**config.mk**
```make
export PLATFORM = sky130hd
export DESIGN_NAME = eblpt_tracker
export DESIGN_NICKNAME = d
export VERILOG_FILES = /design/src/eblpt_pkg.sv /design/src/eblpt_timeout_timer.sv /design/src/eblpt_tracker.sv
export VERILOG_INCLUDE_DIRS = /design/src
export SDC_FILE = /design/constraint.sdc
export NUM_CORES = 1
export LEC_CHECK = 0
export CORE_MARGIN = 2
export CORE_UTILIZATION = 60
export DETAILED_ROUTE_END_ITERATION = 12
export DONT_BUFFER_PORTS = 1
export PLACE_DENSITY = 0.76
export SLEW_MARGIN = 30
export SYNTH_ARGS = -nofsm -noshare
export SYNTH_HDL_FRONTEND = slang
export SYNTH_HIERARCHICAL = 1
export SYNTH_SLANG_ARGS = --single-unit
```
**constraint.sdc**
```tcl
create_clock -name core_clk -period 3.3 [get_ports core_clk]
set_input_delay 0 -clock core_clk [delete_from_list [all_inputs] [get_ports core_clk]]
set_output_delay 0 -clock core_clk [all_outputs]
set_load 0.02 [all_outputs]
```
**src/eblpt_defs.svh**
```systemverilog
`ifndef EBLPT_DEFS_SVH
`define EBLPT_DEFS_SVH

// Register byte addresses
`define EBLPT_TIMER_OFS        32'h0001d35c
`define EBLPT_PROGRESS_OFS     32'h0001d3b8
`define EBLPT_CFG_STATUS_OFS   32'h0001d3bc

// Progress register fields
`define EBLPT_CNT_LSB          16
`define EBLPT_PTR_LSB          0
`define EBLPT_PROGRESS_RESET   32'h00000000

// Configuration status fields
`define EBLPT_ACTIVE_BIT       31
`define EBLPT_INHIBIT_BIT      30
`define EBLPT_WIDTH_BIT        29
`define EBLPT_PAGE_BIT         28
`define EBLPT_DEVADDR_LSB      0

// Timer register fields
`define EBLPT_FREERUN_BIT      31
`define EBLPT_TCOUNT_LSB       0

// Chain pointer alignment
`define EBLPT_PTR_ALIGN_MASK   16'hfff8

// Timing
`define EBLPT_CLK_NS           20
`define EBLPT_TICK_NS          1000000
`define EBLPT_TICK_CYCLES      ((`EBLPT_TICK_NS + `EBLPT_CLK_NS - 1) / `EBLPT_CLK_NS)
`define EBLPT_BOOT_TIMEOUT_S   4
`define EBLPT_TICKS_PER_S      1000
`define EBLPT_TIMER_RESET      16'h0fa0

`endif

```
**src/eblpt_pkg.sv**
```systemverilog
`include "eblpt_defs.svh"

package eblpt_pkg;

   typedef enum logic [4:0] {
      ST_IDLE       = 5'b00001,
      ST_CNT_HI     = 5'b00010,
      ST_CNT_LO     = 5'b00100,
      ST_PAIRS      = 5'b01000,
      ST_CHAIN_WAIT = 5'b10000
   } eblpt_state_t;

   typedef logic [15:0] eblpt_word16_t;

   function automatic logic [31:0] eblpt_place(input logic [31:0] value, input int lsb);
      eblpt_place = value << lsb;
   endfunction : eblpt_place

endpackage : eblpt_pkg

```
**src/eblpt_timeout_timer.sv**
```systemverilog
`timescale 1ns/1ns
`include "eblpt_defs.svh"

module eblpt_timeout_timer
   import eblpt_pkg::*;
#(
   parameter int TICK_CYCLES = `EBLPT_TICK_CYCLES
) (
   input  wire logic        core_clk,
   input  wire logic        rst_n,
   input  wire logic        loadEn,
   input  wire logic [15:0] loadCount,
   input  wire logic        loadFreeRun,
   input  wire logic        clearEn,
   output logic      [15:0] period,
   output logic      [15:0] remaining,
   output logic             freeRun,
   output logic             expired
);

   localparam int PW = (TICK_CYCLES > 1) ? $clog2(TICK_CYCLES) : 1;

   logic [PW-1:0] tick_q;
   logic          run_q;
   wire           tickDone = (tick_q == PW'(TICK_CYCLES - 1));
   wire           lastTick = run_q && tickDone && (remaining == 16'h0001);

   always_ff @(posedge core_clk or negedge rst_n) begin
      if (!rst_n) begin
         tick_q    <= '0;
         run_q     <= 1'b1;
         period    <= `EBLPT_TIMER_RESET;
         remaining <= `EBLPT_TIMER_RESET;
         freeRun   <= 1'b0;
         expired   <= 1'b0;
      end else begin
         expired <= lastTick && !clearEn && !loadEn;
         if (clearEn) begin
            // Completion disables the timer
            tick_q    <= '0;
            run_q     <= 1'b0;
            period    <= 16'h0000;
            remaining <= 16'h0000;
         end else if (loadEn) begin
            // A write restarts without raising the event
            tick_q    <= '0;
            run_q     <= (loadCount != 16'h0000);
            period    <= loadCount;
            remaining <= loadCount;
            freeRun   <= loadFreeRun;
         end else if (lastTick) begin
            tick_q    <= '0;
            run_q     <= freeRun;
            remaining <= freeRun ? period : 16'h0000;
         end else if (run_q && tickDone) begin
            tick_q    <= '0;
            remaining <= remaining - 16'h0001;
         end else if (run_q) begin
            tick_q    <= tick_q + PW'(1);
         end
      end
   end

endmodule : eblpt_timeout_timer

```
**src/eblpt_tracker.sv**
```systemverilog
`timescale 1ns/1ns
`include "eblpt_defs.svh"

module eblpt_tracker
   import eblpt_pkg::*;
#(
   parameter int TICK_CYCLES = `EBLPT_TICK_CYCLES
) (
   input  wire logic        core_clk,
   input  wire logic        rst_n,
   input  wire logic        psel,
   input  wire logic        penable,
   input  wire logic        pwrite,
   input  wire logic [31:0] paddr,
   input  wire logic [31:0] pwdata,
   output logic      [31:0] prdata,
   output logic             pready,
   output logic             pslverr,
   input  wire logic        bootStart,
   input  wire logic        inhibitPin,
   input  wire logic        ctrlPointerWidth,
   input  wire logic        ctrlPageStep,
   input  wire logic  [6:0] ctrlDevAddr,
   input  wire logic        chainReq,
   input  wire logic [15:0] chainAddr,
   input  wire logic        chainPending,
   input  wire logic        byteValid,
   input  wire logic  [7:0] byteData,
   input  wire logic        pairDone,
   output logic             bootActive,
   output logic             bootTimedOut
);

   ////////////////////////////////////////////////////////////////////////////////
   // State

   eblpt_state_t  state_q;
   eblpt_state_t  state_d;
   eblpt_word16_t regsRemaining_q;
   eblpt_word16_t regsRemaining_d;
   logic  [7:0]   countHigh_q;
   eblpt_word16_t pointer_q;
   eblpt_word16_t pointer_d;
   logic  [6:0]   devAddr_q;
   logic  [6:0]   devAddr_d;
   logic          bootActive_q;
   logic          started_q;
   logic          loadInhibited_q;
   logic          pointerWidthSel_q;
   logic          pageStepOn_q;
   logic [31:0]   prdata_q;
   logic          pready_q;
   logic          pslverr_q;

   logic [15:0]   timerPeriod;
   logic [15:0]   timerRemaining;
   logic          timerFreeRun;
   logic          timerExpired;

   ////////////////////////////////////////////////////////////////////////////////
   // Sequence decode

   wire           startOk    = bootStart && !started_q && !loadInhibited_q && (state_q == ST_IDLE);
   wire           abortNow   = timerExpired && bootActive_q;
   wire           chainOk    = chainReq && bootActive_q && !abortNow;
   wire [15:0]    loadedCnt  = {countHigh_q, byteData};
   wire           cntLoad    = (state_q == ST_CNT_LO) && byteValid && !chainOk;
   wire           pairStep   = (state_q == ST_PAIRS) && pairDone && !chainOk && (regsRemaining_q != 16'h0000);
   wire           emptyFile  = cntLoad && (loadedCnt == 16'h0000);
   wire           lastPair   = pairStep && (regsRemaining_q == 16'h0001);
   wire           countEnds  = emptyFile || lastPair;
   wire           finishNow  = countEnds && !chainPending && !abortNow;
   wire           byteStep   = bootActive_q && byteValid && !chainOk;
   wire           pageWrap   = byteStep && pageStepOn_q && (pointer_q[7:0] == 8'hff);
   wire           captureCfg = startOk || chainOk;

   // Pointer is cleared by reset and moves per byte; a chain realigns it
   assign pointer_d = chainOk  ? (chainAddr & `EBLPT_PTR_ALIGN_MASK) :
                      byteStep ? (pointer_q + 16'h0001) :
                                 pointer_q;

   assign regsRemaining_d = cntLoad  ? loadedCnt :
                            pairStep ? (regsRemaining_q - 16'h0001) :
                                       regsRemaining_q;

   // Device address steps on a page wrap only with page increment on
   assign devAddr_d = captureCfg ? ctrlDevAddr :
                      pageWrap   ? (devAddr_q + 7'h01) :
                                   devAddr_q;

   always_comb begin
      state_d = state_q;
      if (abortNow) begin
         state_d = ST_IDLE;
      end else if (chainOk) begin
         state_d = ST_CNT_HI;
      end else begin
         case (state_q)
            ST_IDLE: begin
               if (startOk) begin
                  state_d = ST_CNT_HI;
               end
            end
            ST_CNT_HI: begin
               if (byteValid) begin
                  state_d = ST_CNT_LO;
               end
            end
            ST_CNT_LO: begin
               if (byteValid) begin
                  state_d = emptyFile ? (chainPending ? ST_CHAIN_WAIT : ST_IDLE) : ST_PAIRS;
               end
            end
            ST_PAIRS: begin
               if (lastPair) begin
                  state_d = chainPending ? ST_CHAIN_WAIT : ST_IDLE;
               end
            end
            ST_CHAIN_WAIT: begin
               state_d = ST_CHAIN_WAIT;
            end
            default: begin
               state_d = ST_IDLE;
            end
         endcase
      end
   end

   always_ff @(posedge core_clk or negedge rst_n) begin
      if (!rst_n) begin
         state_q         <= ST_IDLE;
         regsRemaining_q <= 16'h0000;
         countHigh_q     <= 8'h00;
         pointer_q       <= 16'h0000;
         devAddr_q       <= 7'h00;
      end else begin
         state_q         <= state_d;
         regsRemaining_q <= regsRemaining_d;
         pointer_q       <= pointer_d;
         devAddr_q       <= devAddr_d;
         if ((state_q == ST_CNT_HI) && byteValid && !chainOk) begin
            countHigh_q <= byteData;
         end
      end
   end

   ////////////////////////////////////////////////////////////////////////////////
   // Status flags

   always_ff @(posedge core_clk or negedge rst_n) begin
      if (!rst_n) begin
         bootActive_q      <= 1'b0;
         started_q         <= 1'b0;
         loadInhibited_q   <= 1'b0;
         pointerWidthSel_q <= 1'b0;
         pageStepOn_q      <= 1'b0;
      end else begin
         loadInhibited_q <= inhibitPin;
         if (startOk) begin
            bootActive_q <= 1'b1;
            started_q    <= 1'b1;
         end else if (finishNow || abortNow) begin
            bootActive_q <= 1'b0;
         end
         if (bootStart) begin
            started_q <= 1'b1;
         end
         if (captureCfg) begin
            pointerWidthSel_q <= ctrlPointerWidth;
            pageStepOn_q      <= ctrlPageStep;
         end
      end
   end

   ////////////////////////////////////////////////////////////////////////////////
   // Timeout timer

   wire   apbSetup   = psel && !penable;
   wire   apbAccess  = psel && penable && pready_q;
   wire   hitTimer   = (paddr == `EBLPT_TIMER_OFS);
   wire   hitProg    = (paddr == `EBLPT_PROGRESS_OFS);
   wire   hitCfg     = (paddr == `EBLPT_CFG_STATUS_OFS);
   wire   hitAny     = hitTimer || hitProg || hitCfg;
   wire   timerWrite = apbAccess && pwrite && hitTimer;

   eblpt_timeout_timer #(
      .TICK_CYCLES (TICK_CYCLES)
   ) u_timer (
      .core_clk    (core_clk),
      .rst_n       (rst_n),
      .loadEn      (timerWrite),
      .loadCount   (pwdata[`EBLPT_TCOUNT_LSB +: 16]),
      .loadFreeRun (pwdata[`EBLPT_FREERUN_BIT]),
      .clearEn     (finishNow),
      .period      (timerPeriod),
      .remaining   (timerRemaining),
      .freeRun     (timerFreeRun),
      .expired     (timerExpired)
   );

   ////////////////////////////////////////////////////////////////////////////////
   // APB slave

   wire [31:0] progWord  = eblpt_place({16'h0000, regsRemaining_q}, `EBLPT_CNT_LSB) |
                           eblpt_place({16'h0000, pointer_q}, `EBLPT_PTR_LSB);
   wire [31:0] cfgWord   = eblpt_place({31'h0, bootActive_q}, `EBLPT_ACTIVE_BIT) |
                           eblpt_place({31'h0, loadInhibited_q}, `EBLPT_INHIBIT_BIT) |
                           eblpt_place({31'h0, pointerWidthSel_q}, `EBLPT_WIDTH_BIT) |
                           eblpt_place({31'h0, pageStepOn_q}, `EBLPT_PAGE_BIT) |
                           eblpt_place({25'h0, devAddr_q}, `EBLPT_DEVADDR_LSB);
   wire [31:0] timerWord = eblpt_place({31'h0, timerFreeRun}, `EBLPT_FREERUN_BIT) |
                           eblpt_place({16'h0000, timerPeriod}, `EBLPT_TCOUNT_LSB);
   wire [31:0] readWord  = hitProg  ? progWord :
                           hitCfg   ? cfgWord :
                           hitTimer ? timerWord :
                                      32'h00000000;

   // Read data is sampled in the setup cycle; access is always one cycle
   always_ff @(posedge core_clk or negedge rst_n) begin
      if (!rst_n) begin
         prdata_q  <= `EBLPT_PROGRESS_RESET;
         pready_q  <= 1'b0;
         pslverr_q <= 1'b0;
      end else begin
         pready_q  <= apbSetup;
         pslverr_q <= apbSetup && !hitAny;
         if (apbSetup) begin
            prdata_q <= pwrite ? 32'h00000000 : readWord;
         end
      end
   end

   assign prdata       = prdata_q;
   assign pready       = pready_q;
   assign pslverr      = pslverr_q;
   assign bootActive   = bootActive_q;
   assign bootTimedOut = timerExpired;
endmodule : eblpt_tracker

```
## Word-level counts from Yosys, hierarchy flattened

Cells that the tools add are included.

| cells by class | value |
|---|---|
| add/sub/neg operators | 5 |
| eq/ne operators | 16 |
| muxes and demuxes | 38 |
| bitwise gates (word level) | 7 |
| reductions and logical operators | 59 |

Operators by type and width:

| kind | count |
|---|---|
| $mux W16 | 16 |
| $mux W32 | 4 |
| $eq A32 B17 Y1 const B | 3 |
| $or A32 B16 Y32 | 2 |
| $mux W5 | 8 |
| $add A16 B1 Y16 const B | 2 |
| $eq A16 B1 Y1 const B | 2 |
| $or A32 B29 Y32 | 1 |
| $or A32 B30 Y32 | 1 |
| $or A32 B31 Y32 | 1 |
| $or A32 B7 Y32 | 1 |
| $reduce_bool A16 Y1 | 2 |
| $sub A16 B1 Y16 const B | 2 |
| $logic_and A1 B1 Y1 | 31 |
| $pmux W5 S5 | 1 |
| $eq A16 B16 Y1 const B | 1 |
| $logic_not A16 Y1 | 1 |
| $ne A4 B4 Y1 const B | 4 |
| $mux W7 | 2 |
| $reduce_bool A2 Y1 | 6 |
| $logic_not A1 Y1 | 9 |
| $eq A8 B8 Y1 const B | 1 |
| $add A7 B1 Y7 const B | 1 |
| $mux W1 | 7 |
| 12 further kinds | 16 |

| word-level totals | value |
|---|---|
| register bits after elaboration | 142 |
| input port bits | 108 |
| output and inout port bits | 36 |
| word-level logic and storage cells | 144 |

## Longest topological paths before layout

Gate-level depths: netlist of run 1.

| logic depth | value |
|---|---|
| depth after elaboration | 13 |
| depth in mapped cells | 13 |

## Hierarchy

The synthesis of run 1 kept the hierarchy.

Modules (own cells, without submodules):

| module | times used | cells an instance | area each (µm²) | sequential area each (µm²) |
|---|---|---|---|---|
| eblpt_tracker | 1 | 524 | 4994.8 | 2278.4 |
| eblpt_timeout_timer | 1 | 322 | 2991.6 | 1292.5 |

## Worst setup path before layout of run 1

No wires, ideal clock.

| timing | value |
|---|---|
| kind | reg-to-reg |
| from | register regsRemaining_q[2] |
| to | register u_timer.tick_q[8] |
| data arrival time | 2.530 ns |
| required time | 3.222 ns |
| slack | 0.692 ns |
| cell stages (with the launch flop) | 12 |
| path buffers | 2 |
| clock period less this slack | 2.608 ns |
| path through | dfrtp_1 > clkbuf_1 > or4_4 > nor2_1 > nand4_1 > a21oi_1 > a21boi_0 > clkbuf_1 > or2_2 > o21ai_0 > or3_1 > a21oi_1 |

| on the way | value |
|---|---|
| word-level cells in the longest chain between the ends | 7 |
| elaborated cells between the ends (all ways) | 9 |

Ends and longest elaborated chain:

| element | RTL line | text |
|---|---|---|
| start, declared | eblpt_tracker.sv:39 | `eblpt_word16_t regsRemaining_q;` |
| start signal, assigned | eblpt_tracker.sv:138 | `regsRemaining_q <= regsRemaining_d;` |
| $reduce_bool A16 Y1 | eblpt_tracker.sv:68 | `wire pairStep = (state_q == ST_PAIRS) && pairDone && !chainOk && (regsRemaining_q != 16'h0000);` |
| $logic_and A1 B1 Y1 | eblpt_tracker.sv:68 |  |
| $logic_and A1 B1 Y1 * | eblpt_tracker.sv:70 | `wire lastPair = pairStep && (regsRemaining_q == 16'h0001);` |
| $logic_or A1 B1 Y1 * | eblpt_tracker.sv:71 | `wire countEnds = emptyFile \|\| lastPair;` |
| $logic_and A1 B1 Y1 * (2 in series) | eblpt_tracker.sv:72 | `wire finishNow = countEnds && !chainPending && !abortNow;` |
| net finishNow | eblpt_tracker.sv:72 |  |
| $reduce_bool A5 Y1 (no source line) / $mux W16 (equally long branches) | - |  |
| end signal, assigned | eblpt_timeout_timer.sv:59 | `tick_q <= tick_q + PW'(1);` |
| end, declared | eblpt_timeout_timer.sv:23 | `logic [PW-1:0] tick_q;` |

Mark *: on every way through the listed nets, which the timed path passes. The rest lies on a longest branch.
A chain may end at the register's enable or synchronous reset.

## Worst setup path after layout of run 1

| timing | value |
|---|---|
| from | register u_timer.expired |
| to | register u_timer.tick_q[6] |

| on the way | value |
|---|---|
| word-level cells in the longest chain between the ends | 11 |
| elaborated cells between the ends (all ways) | 14 |

Ends and longest elaborated chain:

| element | RTL line | text |
|---|---|---|
| start, declared | eblpt_timeout_timer.sv:18 | `output logic expired` |
| start signal, assigned | eblpt_timeout_timer.sv:37 | `expired <= lastTick && !clearEn && !loadEn;` |
| $logic_and A1 B1 Y1 * | eblpt_tracker.sv:64 | `wire abortNow = timerExpired && bootActive_q;` |
| $logic_not A1 Y1 * | eblpt_tracker.sv:65, eblpt_tracker.sv:72 |  |
| $logic_and A1 B1 Y1 | eblpt_tracker.sv:65 | `wire chainOk = chainReq && bootActive_q && !abortNow;` |
| $logic_not A1 Y1 | eblpt_tracker.sv:67, eblpt_tracker.sv:68 |  |
| $logic_and A1 B1 Y1 (2 in series) | eblpt_tracker.sv:68 |  |
| $logic_and A1 B1 Y1 | eblpt_tracker.sv:70 |  |
| $logic_or A1 B1 Y1 | eblpt_tracker.sv:71 |  |
| $logic_and A1 B1 Y1 | eblpt_tracker.sv:72 |  |
| $logic_and A1 B1 Y1 * | eblpt_tracker.sv:72 |  |
| net finishNow | eblpt_tracker.sv:72 |  |
| $reduce_bool A5 Y1 (no source line) / $mux W16 (equally long branches) | - |  |

Marks and branches as above.

==> results of run 1 <==
-- stage by stage --
stage / power [W] / hold WS [ns] / area, um^2 / setup WS, ns / utilization
CTS: 0.00534 / 0.0149 / 9310 / 0.540 / 0.708
global placement: 0.00325 / -0.288 / 8110 / 0.621 / 0.617
floorplan: 0.00306 / -0.296 / 7990 / 0.692 / -
global route: 0.00560 / 0.0382 / 9310 / 0.307 / 0.708
detailed placement: 0.00331 / -0.289 / 8110 / 0.553 / 0.617
finish: 0.00536 / 0.0199 / 9310 / 0.491 / 0.708
-- final cells by class --
class	instances	area, um^2
Sequential cell	142	3570
Tap cell	176	220
Multi-Input combinational cell	636	4130
Fill cell	984	3830
Timing Repair Buffer	73	713
Clock inverter	6	82.6
Inverter	20	75.1
Clock buffer	26	509
-- placed cells by master (no fill, tap or decap), drive strengths merged, types with 19 or more instances in the layout --
cell type    instances
clkbuf              26
nand3               20
nor4                26
a21oi               45
o21ai               35
dfrtp              128
dlygate4sd3         58
nor2                70
nor3                25
xor2                23
nand4               21
a22oi               21
nand2b              22
inv                 19
nand2              102
-- state kept, by name (all words and copies together) (netlist names), 5 cells and up --
name	count
countHigh_q	8
devAddr_q	7
pointer_q	16
prdata	32
regsRemaining_q	16
state_q	5
u_timer/period	16
u_timer/remaining	16
u_timer/tick_q	16
-- cells by family after synthesis --
logic type,synth area share
simple gates,0.257
compound gates,0.179
flops,0.447
buf+inv,0.0360
xor+xnor,0.0395
mux,0.0293
fa+ha+maj,0.0125
-- power by group --
part / switching (W) / total, W / internal (W)
logic: 0.000533 / 0.00103 / 0.000495
clock network: 0.000713 / 0.00192 / 0.00121
registers: 0.000384 / 0.00241 / 0.00202
-- path summary, 6_finish.rpt --
check / from / end / slack (ns)
min reg2reg: started_q / started_q / 0.49
min: penable / prdata[17] / 0.02
min in group asynchronous: rst_n / u_timer/tick_q[14] / 0.21
max reg2reg: u_timer/expired / u_timer/tick_q[6] / 0.49
max in group asynchronous: rst_n / prdata[28] / 2.53
max: u_timer/expired / u_timer/tick_q[6] / 0.49
-- what timing repair did --
item	4_1_cts	5_1_grt
hold buffers	59	0
hold endpoints to repair	258	0
buffers inserted	0	0
-- worst max-delay path, delay by kind of cell (launching register included) --
family                    cells  cell delay (ns)
AOI/OAI and AO/OA             3             0.74
xor gates and xnor gates      1             0.19
DFF                           1             0.54
and+or+nand+nor               6             1.21
-- metal layers --
metal	share of wire	up-vias
met4	0.032	0
li1	-	3233
met3	0.076	62
met2	0.48	346
met1	0.41	3498
met5	0	-
==> flow_summary.toml, run 1 <==
[routing]
drcViolationCount = 0
wl_mm = 22.3
vias = 7139
drtIter0Drc = 837
via_per_inst = 6.62
dr.pass1.iters = 6
routedWlPerCell_um = 20.7
drtAntennaViolNets = 0

[floorplan]
die_area_um2 = 14200
dieHeight_um = 119
coreArea_um2 = 13100
io_pins = 144
initial_core_util = 0.608
num_rows = 42
die_w_um = 119

[sta]
rsz0062_at_grt = "false"
post-route-min-period_ns = 2.81
skew_ns = 0.0103
setup_tns_ns = 0
fin_crit_sh = 0.851
setup_violations = 0
finalHoldViolCount = 0
tightest_slew_ns = 0.906
relSlewSlack = 0.391
fmax_mhz = 356
maxSlewViolCount = 0

[clock_tree]
htreeDepth = 4
cts_tree = "done"
cts_repair_resize_count = 0
cts_root_buffer = "clkbuf_16"
clockBufferDepth = 2
cts_made_buffers = 17
cts.sinks = 142
clk_latency_ns = 0.42
clk_pin_slew_ns = 0.06

[placement]
port_buffers = 0
place_inst = 988
place_hpwl_mm = 15.0
place_congestion = 0.915

[synth]
yosysSeqAreaShare = 0.447
synth_edf_count = 0
synth.area.top_cells = "dfrtp_1 40%, nand2_1 4.7%, dfstp_2 4.6%, nor2_1 3.2%, a21oi_1 2.8%"
ys_ff_latch = 142
synth_most_common_cell = "dfrtp_1"
avgSynthCellArea_um2 = 9.44
synthesis.area_um2 = 7990
syn-num-nets = 962
synthFlopType = "dfrtp_1"
yosys_warnings = 6
yosysTopAreaCell = "dfrtp_1"
yosys-top-cells-count = "128 x dfrtp_1, 101 x nand2_1, 69 x nor2_1"
synth_cell_types = 84
synth_cells = 846
synth_top_cell_area_share = 0.401
async_reset_ff_frac = 1.00

[grt]
use_met3 = 0.0881
grt_pass1_vias = 7071
grtUsageTotal = 0.322
grt_overflow = 0
busiest_layer = "met2"
met1_usage = 0.424
grt_max_degree = 143
antenna_found_initial = 0
grt_pass1_wl_mm = 36.3
met2_usage = 0.504

[worst_setup_path]
cp.arrival_ns = 3.11
cp_common_cell = "nor2_1"
crit_fanout = 8
cp_slowest_cell = "dfrtp_1"
endpoint_kind = "register"
cp_slowest_stage_delay_ns = 0.54
reg2reg_depth = 10
cp-start-kind = "register"
cp_cell_sequence = "nand3b_1 -> and4_1 -> nand2_1 -> a21oi_1 -> a21boi_2 -> or2_2 -> o21ai_0 -> nor2_1 -> xnor2_1 -> nor2_1"
criticalPathCategory = "reg -> reg"
required_ns = 3.61

[finish]
fin_nets = 1006
antenna_cells = 0
area_growth_pct = 16.5
instances_no_fill = 1079
drive_gt1_frac = 0.118

[run]
max_cap_viol_count = 0

[hold_path]
min_path_cells = 3
hold_class = "in -> reg"

[power_and_ir_drop]
p_per_area_nw_per_um2 = 576
peakVddDrop_mv = 0.513
leakage_nw = 3.77

[outcome]
status = "finished, final reports clean"
Note: power is estimated with default switching activity, not from simulation.
==> run 2, diff against run 1 <==
==> constraint.sdc (replaced) <==
create_clock -name core_clk -period 2.9 [get_ports core_clk]
set_input_delay 0 -clock core_clk [delete_from_list [all_inputs] [get_ports core_clk]]
set_output_delay 0 -clock core_clk [all_outputs]
set_load 0.02 [all_outputs]
==> flow_summary.toml, run 2 (synthesis results as in run 1) <==
[clock_tree]
clockBufferDepth = 2
htreeDepth = 4
postCtsHoldBufs = 56
cts_root_buffer = "clkbuf_16"
cts.sinks = 142
cts_made_buffers = 17
cts_tree = "done"
clk_pin_slew_ns = 0.06
clk_latency_ns = 0.41

[sta]
finalHoldViolCount = 142
fin_crit_sh = 0.917
setup_violations = 0
rsz0062_at_grt = "false"
worst_slack_ns = 0.241
fmax_mhz = 376
whs_ns = -0.718
relSlewSlack = 0.400
setup_tns_ns = 0
maxSlewViolCount = 0
tightest_slew_ns = 0.892
post-route-min-period_ns = 2.66
skew_ns = 0.00560

[floorplan]
io_pins = 144
num_rows = 42
dieHeight_um = 119
die_w_um = 119
die_area_um2 = 14200
initial_core_util = 0.608
coreArea_um2 = 13100

[worst_setup_path]
required_ns = 3.20
endpoint_kind = "register"
criticalPathCategory = "reg -> reg"
crit_fanout = 11
cp.arrival_ns = 2.96
cp-start-kind = "register"

[power_and_ir_drop]
p_per_area_nw_per_um2 = 649
peakVddDrop_mv = 0.570
leakage_nw = 3.76

[finish]
final_common_cell = "dfrtp_1"
ff_latch_area_um2 = 3570
drive_gt1_frac = 0.124
design_area_um2 = 9280
largest_reg_flops = 32
fin_nets = 1008
n_fill_cell = 994
layout_common_cells = "128 x dfrtp_1, 101 x nand2_1, 68 x nor2_1, 56 x dlygate4sd3_1, 43 x a21oi_1"
area_growth_pct = 16.2
multi_input_comb_area_um2 = 4140

[grt]
grt_pass1_wl_mm = 36.2
grt_max_degree = 143
grtUsageTotal = 0.323
antenna_found_initial = 1
grt_overflow = 0
grt_pass1_vias = 6865

[routing]
drtAntennaViolNets = 0
drcViolationCount = 0
vias = 7067
wl_met1_mm = 9.33
highest-signal-layer = "met4"
routedWlPerCell_um = 20.7
dr_wl_met3_mm = 1.59
wl_met2_mm = 10.8
drtIter0Drc = 874
via_per_inst = 6.54
dr.pass1.iters = 7
wl_mm = 22.3

[placement]
preCtsSetupSlack_ns = 0.152
place_area_um2 = 8140
place_hpwl_mm = 15.1
port_buffers = 0
place_congestion = 0.916

[outcome]
violations = "negative hold slack"
status = "finished with violations"

[run]
max_cap_viol_count = 0

[hold_path]
hold_class = "in -> async"
-- run 2: final cells by class --
type                    instances  share of cell area
clock inverters                 7             0.00944
flip-flops and latches        142               0.385
clock buffers                  23              0.0515
well taps                     176              0.0237
diodes                          1            0.000270
inverters                      20             0.00809
multi-input cells             636               0.446
repair buffers                 75              0.0758
-- run 2: power by group --
part / internal [W] / switching (W) / total [W]
clock network: 0.00132 / 0.000788 / 0.00211
registers: 0.00230 / 0.000432 / 0.00273
logic: 0.000586 / 0.000592 / 0.00118
total: 0.00420 / 0.00181 / 0.00602
-- run 2: path summary, 6_finish.rpt --
check,start,end,slack [ns],depth (start not counted)
min in group core_clk,pwdata[13],u_timer/remaining[13],0.04,2
worst min register to register,u_timer/period[11],u_timer/period[11],0.49,2
worst max register to register,regsRemaining_q[11],u_timer/remaining[15],0.24,10
max in group asynchronous,rst_n,u_timer/remaining[7],3.38,0
worst min-delay path,rst_n,u_timer/tick_q[14],-0.72,0
worst max-delay path,regsRemaining_q[11],u_timer/remaining[15],0.24,10
-- run 2: metal layers --
metal | track usage | vias up
met1 | 0.442 | 3484
met5 | 0 | -
met4 | 0.109 | 0
li1 | - | 3233
met3 | 0.0728 | 49
met2 | 0.513 | 301
-- run 2: metrics by stage --
stage          instances   util  total power [W]
2_1_floorplan        846      -          0.00349
3_3_place_gp         992  0.619          0.00373
3_5_place_dp         992  0.620          0.00381
4_1_cts             1078  0.705          0.00600
5_1_grt             1080  0.706          0.00631
6_report            1080  0.706          0.00602
-- run 2: what timing repair did --
| item | CTS | global route |
|---|---|---|
| setup buffers | 0 | 1 |
| endpoints found under the setup margin | 0 | 4 |
| resized for setup | 0 | 2 |
| endpoints found under the hold margin | 247 | 142 |
-- run 2: worst max-delay path, stage by stage (launching register included) --
cell      delay (ns)
dfrtp_1         0.43
or4_1           0.60
nor4_1          0.19
nand4_1         0.13
a21oi_1         0.18
a21boi_2        0.22
buf_4           0.22
nor2_1          0.15
nand2_2         0.12
o311ai_0        0.16
o21a_1          0.14
==> run 3, diff against run 2 <==
--- a/config.mk
+++ b/config.mk
@@ -7,10 +7,10 @@
 export NUM_CORES = 1
 export LEC_CHECK = 0
 export CORE_MARGIN = 2
-export CORE_UTILIZATION = 60
+export CORE_UTILIZATION = 64
 export DETAILED_ROUTE_END_ITERATION = 12
 export DONT_BUFFER_PORTS = 1
-export PLACE_DENSITY = 0.76
+export PLACE_DENSITY = 0.8
 export SLEW_MARGIN = 30
 export SYNTH_ARGS = -nofsm -noshare
 export SYNTH_HDL_FRONTEND = slang
==> flow_summary.toml, run 3 (synthesis results as in run 1) <==
[floorplan]
num_rows = 40
initial_core_util = 0.659
die_area_um2 = 13400
dieHeight_um = 116
die_w_um = 116
io_pins = 144
coreArea_um2 = 12100

[power_and_ir_drop]
total_power_w = 0.00623
power_frac_comb = 0.190
swShare = 0.304
clkPwrFrac = 0.372
power.switching_w = 0.00189
p_int_w = 0.00434
p_per_area_nw_per_um2 = 666
peakVddDrop_mv = 0.572
leakage_nw = 3.81
seqPwrFrac = 0.438

[placement]
place_congestion = 0.928
place_area_um2 = 8130
place_inst = 985
port_buffers = 0
place_hpwl_mm = 15.2

[outcome]
status = "finished with violations"
violations = "negative hold slack"

[finish]
largest_reg_flops = 32
n_fill_cell = 788
final_common_cell = "dfrtp_1"
multi_input_comb_area_um2 = 4140
instances_no_fill = 1076
drive_gt1_frac = 0.128
antenna_cells = 0
area_growth_pct = 17.2
ff_latch_area_um2 = 3570
fin_nets = 1012
layout_common_cells = "128 x dfrtp_1, 101 x nand2_1, 69 x nor2_1, 58 x dlygate4sd3_1, 44 x a21oi_1"
design_area_um2 = 9360

[sta]
maxSlewViolCount = 0
finalHoldViolCount = 143
fmax_mhz = 372
tightest_slew_ns = 0.865
setup_violations = 0
relSlewSlack = 0.419
fin_crit_sh = 0.926
rsz0062_at_grt = "false"
post-route-min-period_ns = 2.69
setup_tns_ns = 0
skew_ns = 0.0131
whs_ns = -0.741

[worst_setup_path]
cp.arrival_ns = 3.01
cp-startpoint = "regsRemaining_q[10]"
crit_fanout = 10
criticalPathCategory = "reg -> reg"
r2r-start = "regsRemaining_q[10]"
cp-start-kind = "register"
endpoint_kind = "register"
required_ns = 3.22

[clock_tree]
clockBufferDepth = 2
clk_latency_ns = 0.44
postCtsHoldBufs = 58
cts.sinks = 142
htreeDepth = 4
cts_made_buffers = 17
cts_tree = "done"
cts_root_buffer = "clkbuf_16"
clk_pin_slew_ns = 0.06

[routing]
wl_mm = 23.1
drtIter0Drc = 921
dr.pass1.iters = 7
routedWlPerCell_um = 21.4
vias = 7283
via_per_inst = 6.77
drcViolationCount = 0
drtAntennaViolNets = 0

[grt]
grtUsageTotal = 0.358
grt_pass1_wl_mm = 36.3
antenna_found_initial = 0
grt_max_degree = 143
grt_pass1_vias = 6901
grt_overflow = 0

[hold_path]
hold_class = "in -> async"

[run]
max_cap_viol_count = 0
run 3: changes by cell type in the layout (fill, tap and decap cells not counted), sizes merged:
cell,change
diode,-1
bufinv,+1
clkinvlp,+1
clkinv,-3
buf,+2
inv,+2
dlygate4sd3,+2
run 3: path summary, 6_finish.rpt:
check / endpoint / depth (start not counted) / slack (ns)
min in group core_clk: pslverr / 3 / 0
worst min register to register: u_timer/period[11] / 2 / 0.50
max in group asynchronous: u_timer/period[11] / 0 / 3.36
worst min-delay path: u_timer/tick_q[9] / 0 / -0.74
worst max-delay path: u_timer/remaining[15] / 10 / 0.21
worst max register to register: u_timer/remaining[15] / 10 / 0.21
run 3: through the flow:
step | worst slack (ns) | utilization
final | 0.214 | 0.773
after global routing | 0.0445 | 0.773
after CTS | 0.163 | 0.771
after detailed placement | 0.177 | 0.671
after global placement | 0.266 | 0.671
after floorplan | 0.292 | -
run 3: layout make-up:
| class | instances | share of cell area |
|---|---|---|
| multi-input cells | 636 | 0.442 |
| flip-flops and latches | 142 | 0.381 |
| repair buffers | 79 | 0.0789 |
| clock buffers | 23 | 0.0532 |
| well taps | 168 | 0.0225 |
| clock inverters | 8 | 0.0136 |
| inverters | 20 | 0.00802 |
run 3: routing by layer:
layer  part of all wire  vias to the layer above  track usage  wire length [um]
li1                   -                     3254            -                 -
met1               0.41                     3551        0.470              9370
met2               0.47                      393        0.560             10800
met3              0.087                       85        0.105              2010
met4              0.036                        0        0.151               830
met5                  0                        -            0                 0
run 3: power by group through the flow:
stage / combinational [W] / sequential [W] / clock, W
floorplan: 0.000907 / 0.00258 / 0
global placement: 0.00101 / 0.00271 / 0
detailed placement: 0.00106 / 0.00274 / 0
CTS: 0.00116 / 0.00271 / 0.00232
global route: 0.00131 / 0.00277 / 0.00243
finish: 0.00119 / 0.00273 / 0.00232
run 3: timing repair:
item	4_1_cts	5_1_grt
setup buffers	0	2
endpoints found under the setup margin	0	4
endpoints found under the hold margin	246	142
gates resized for setup	0	2
run 3: worst max-delay path: stages, from the launching register on:
cell,delay [ns]
dfrtp_1,0.43
or4_1,0.60
nor4_2,0.20
nand4_1,0.14
a21oi_1,0.19
a21boi_2,0.24
buf_4,0.21
nor2_1,0.12
nand2_2,0.14
o311ai_0,0.16
o21a_1,0.14
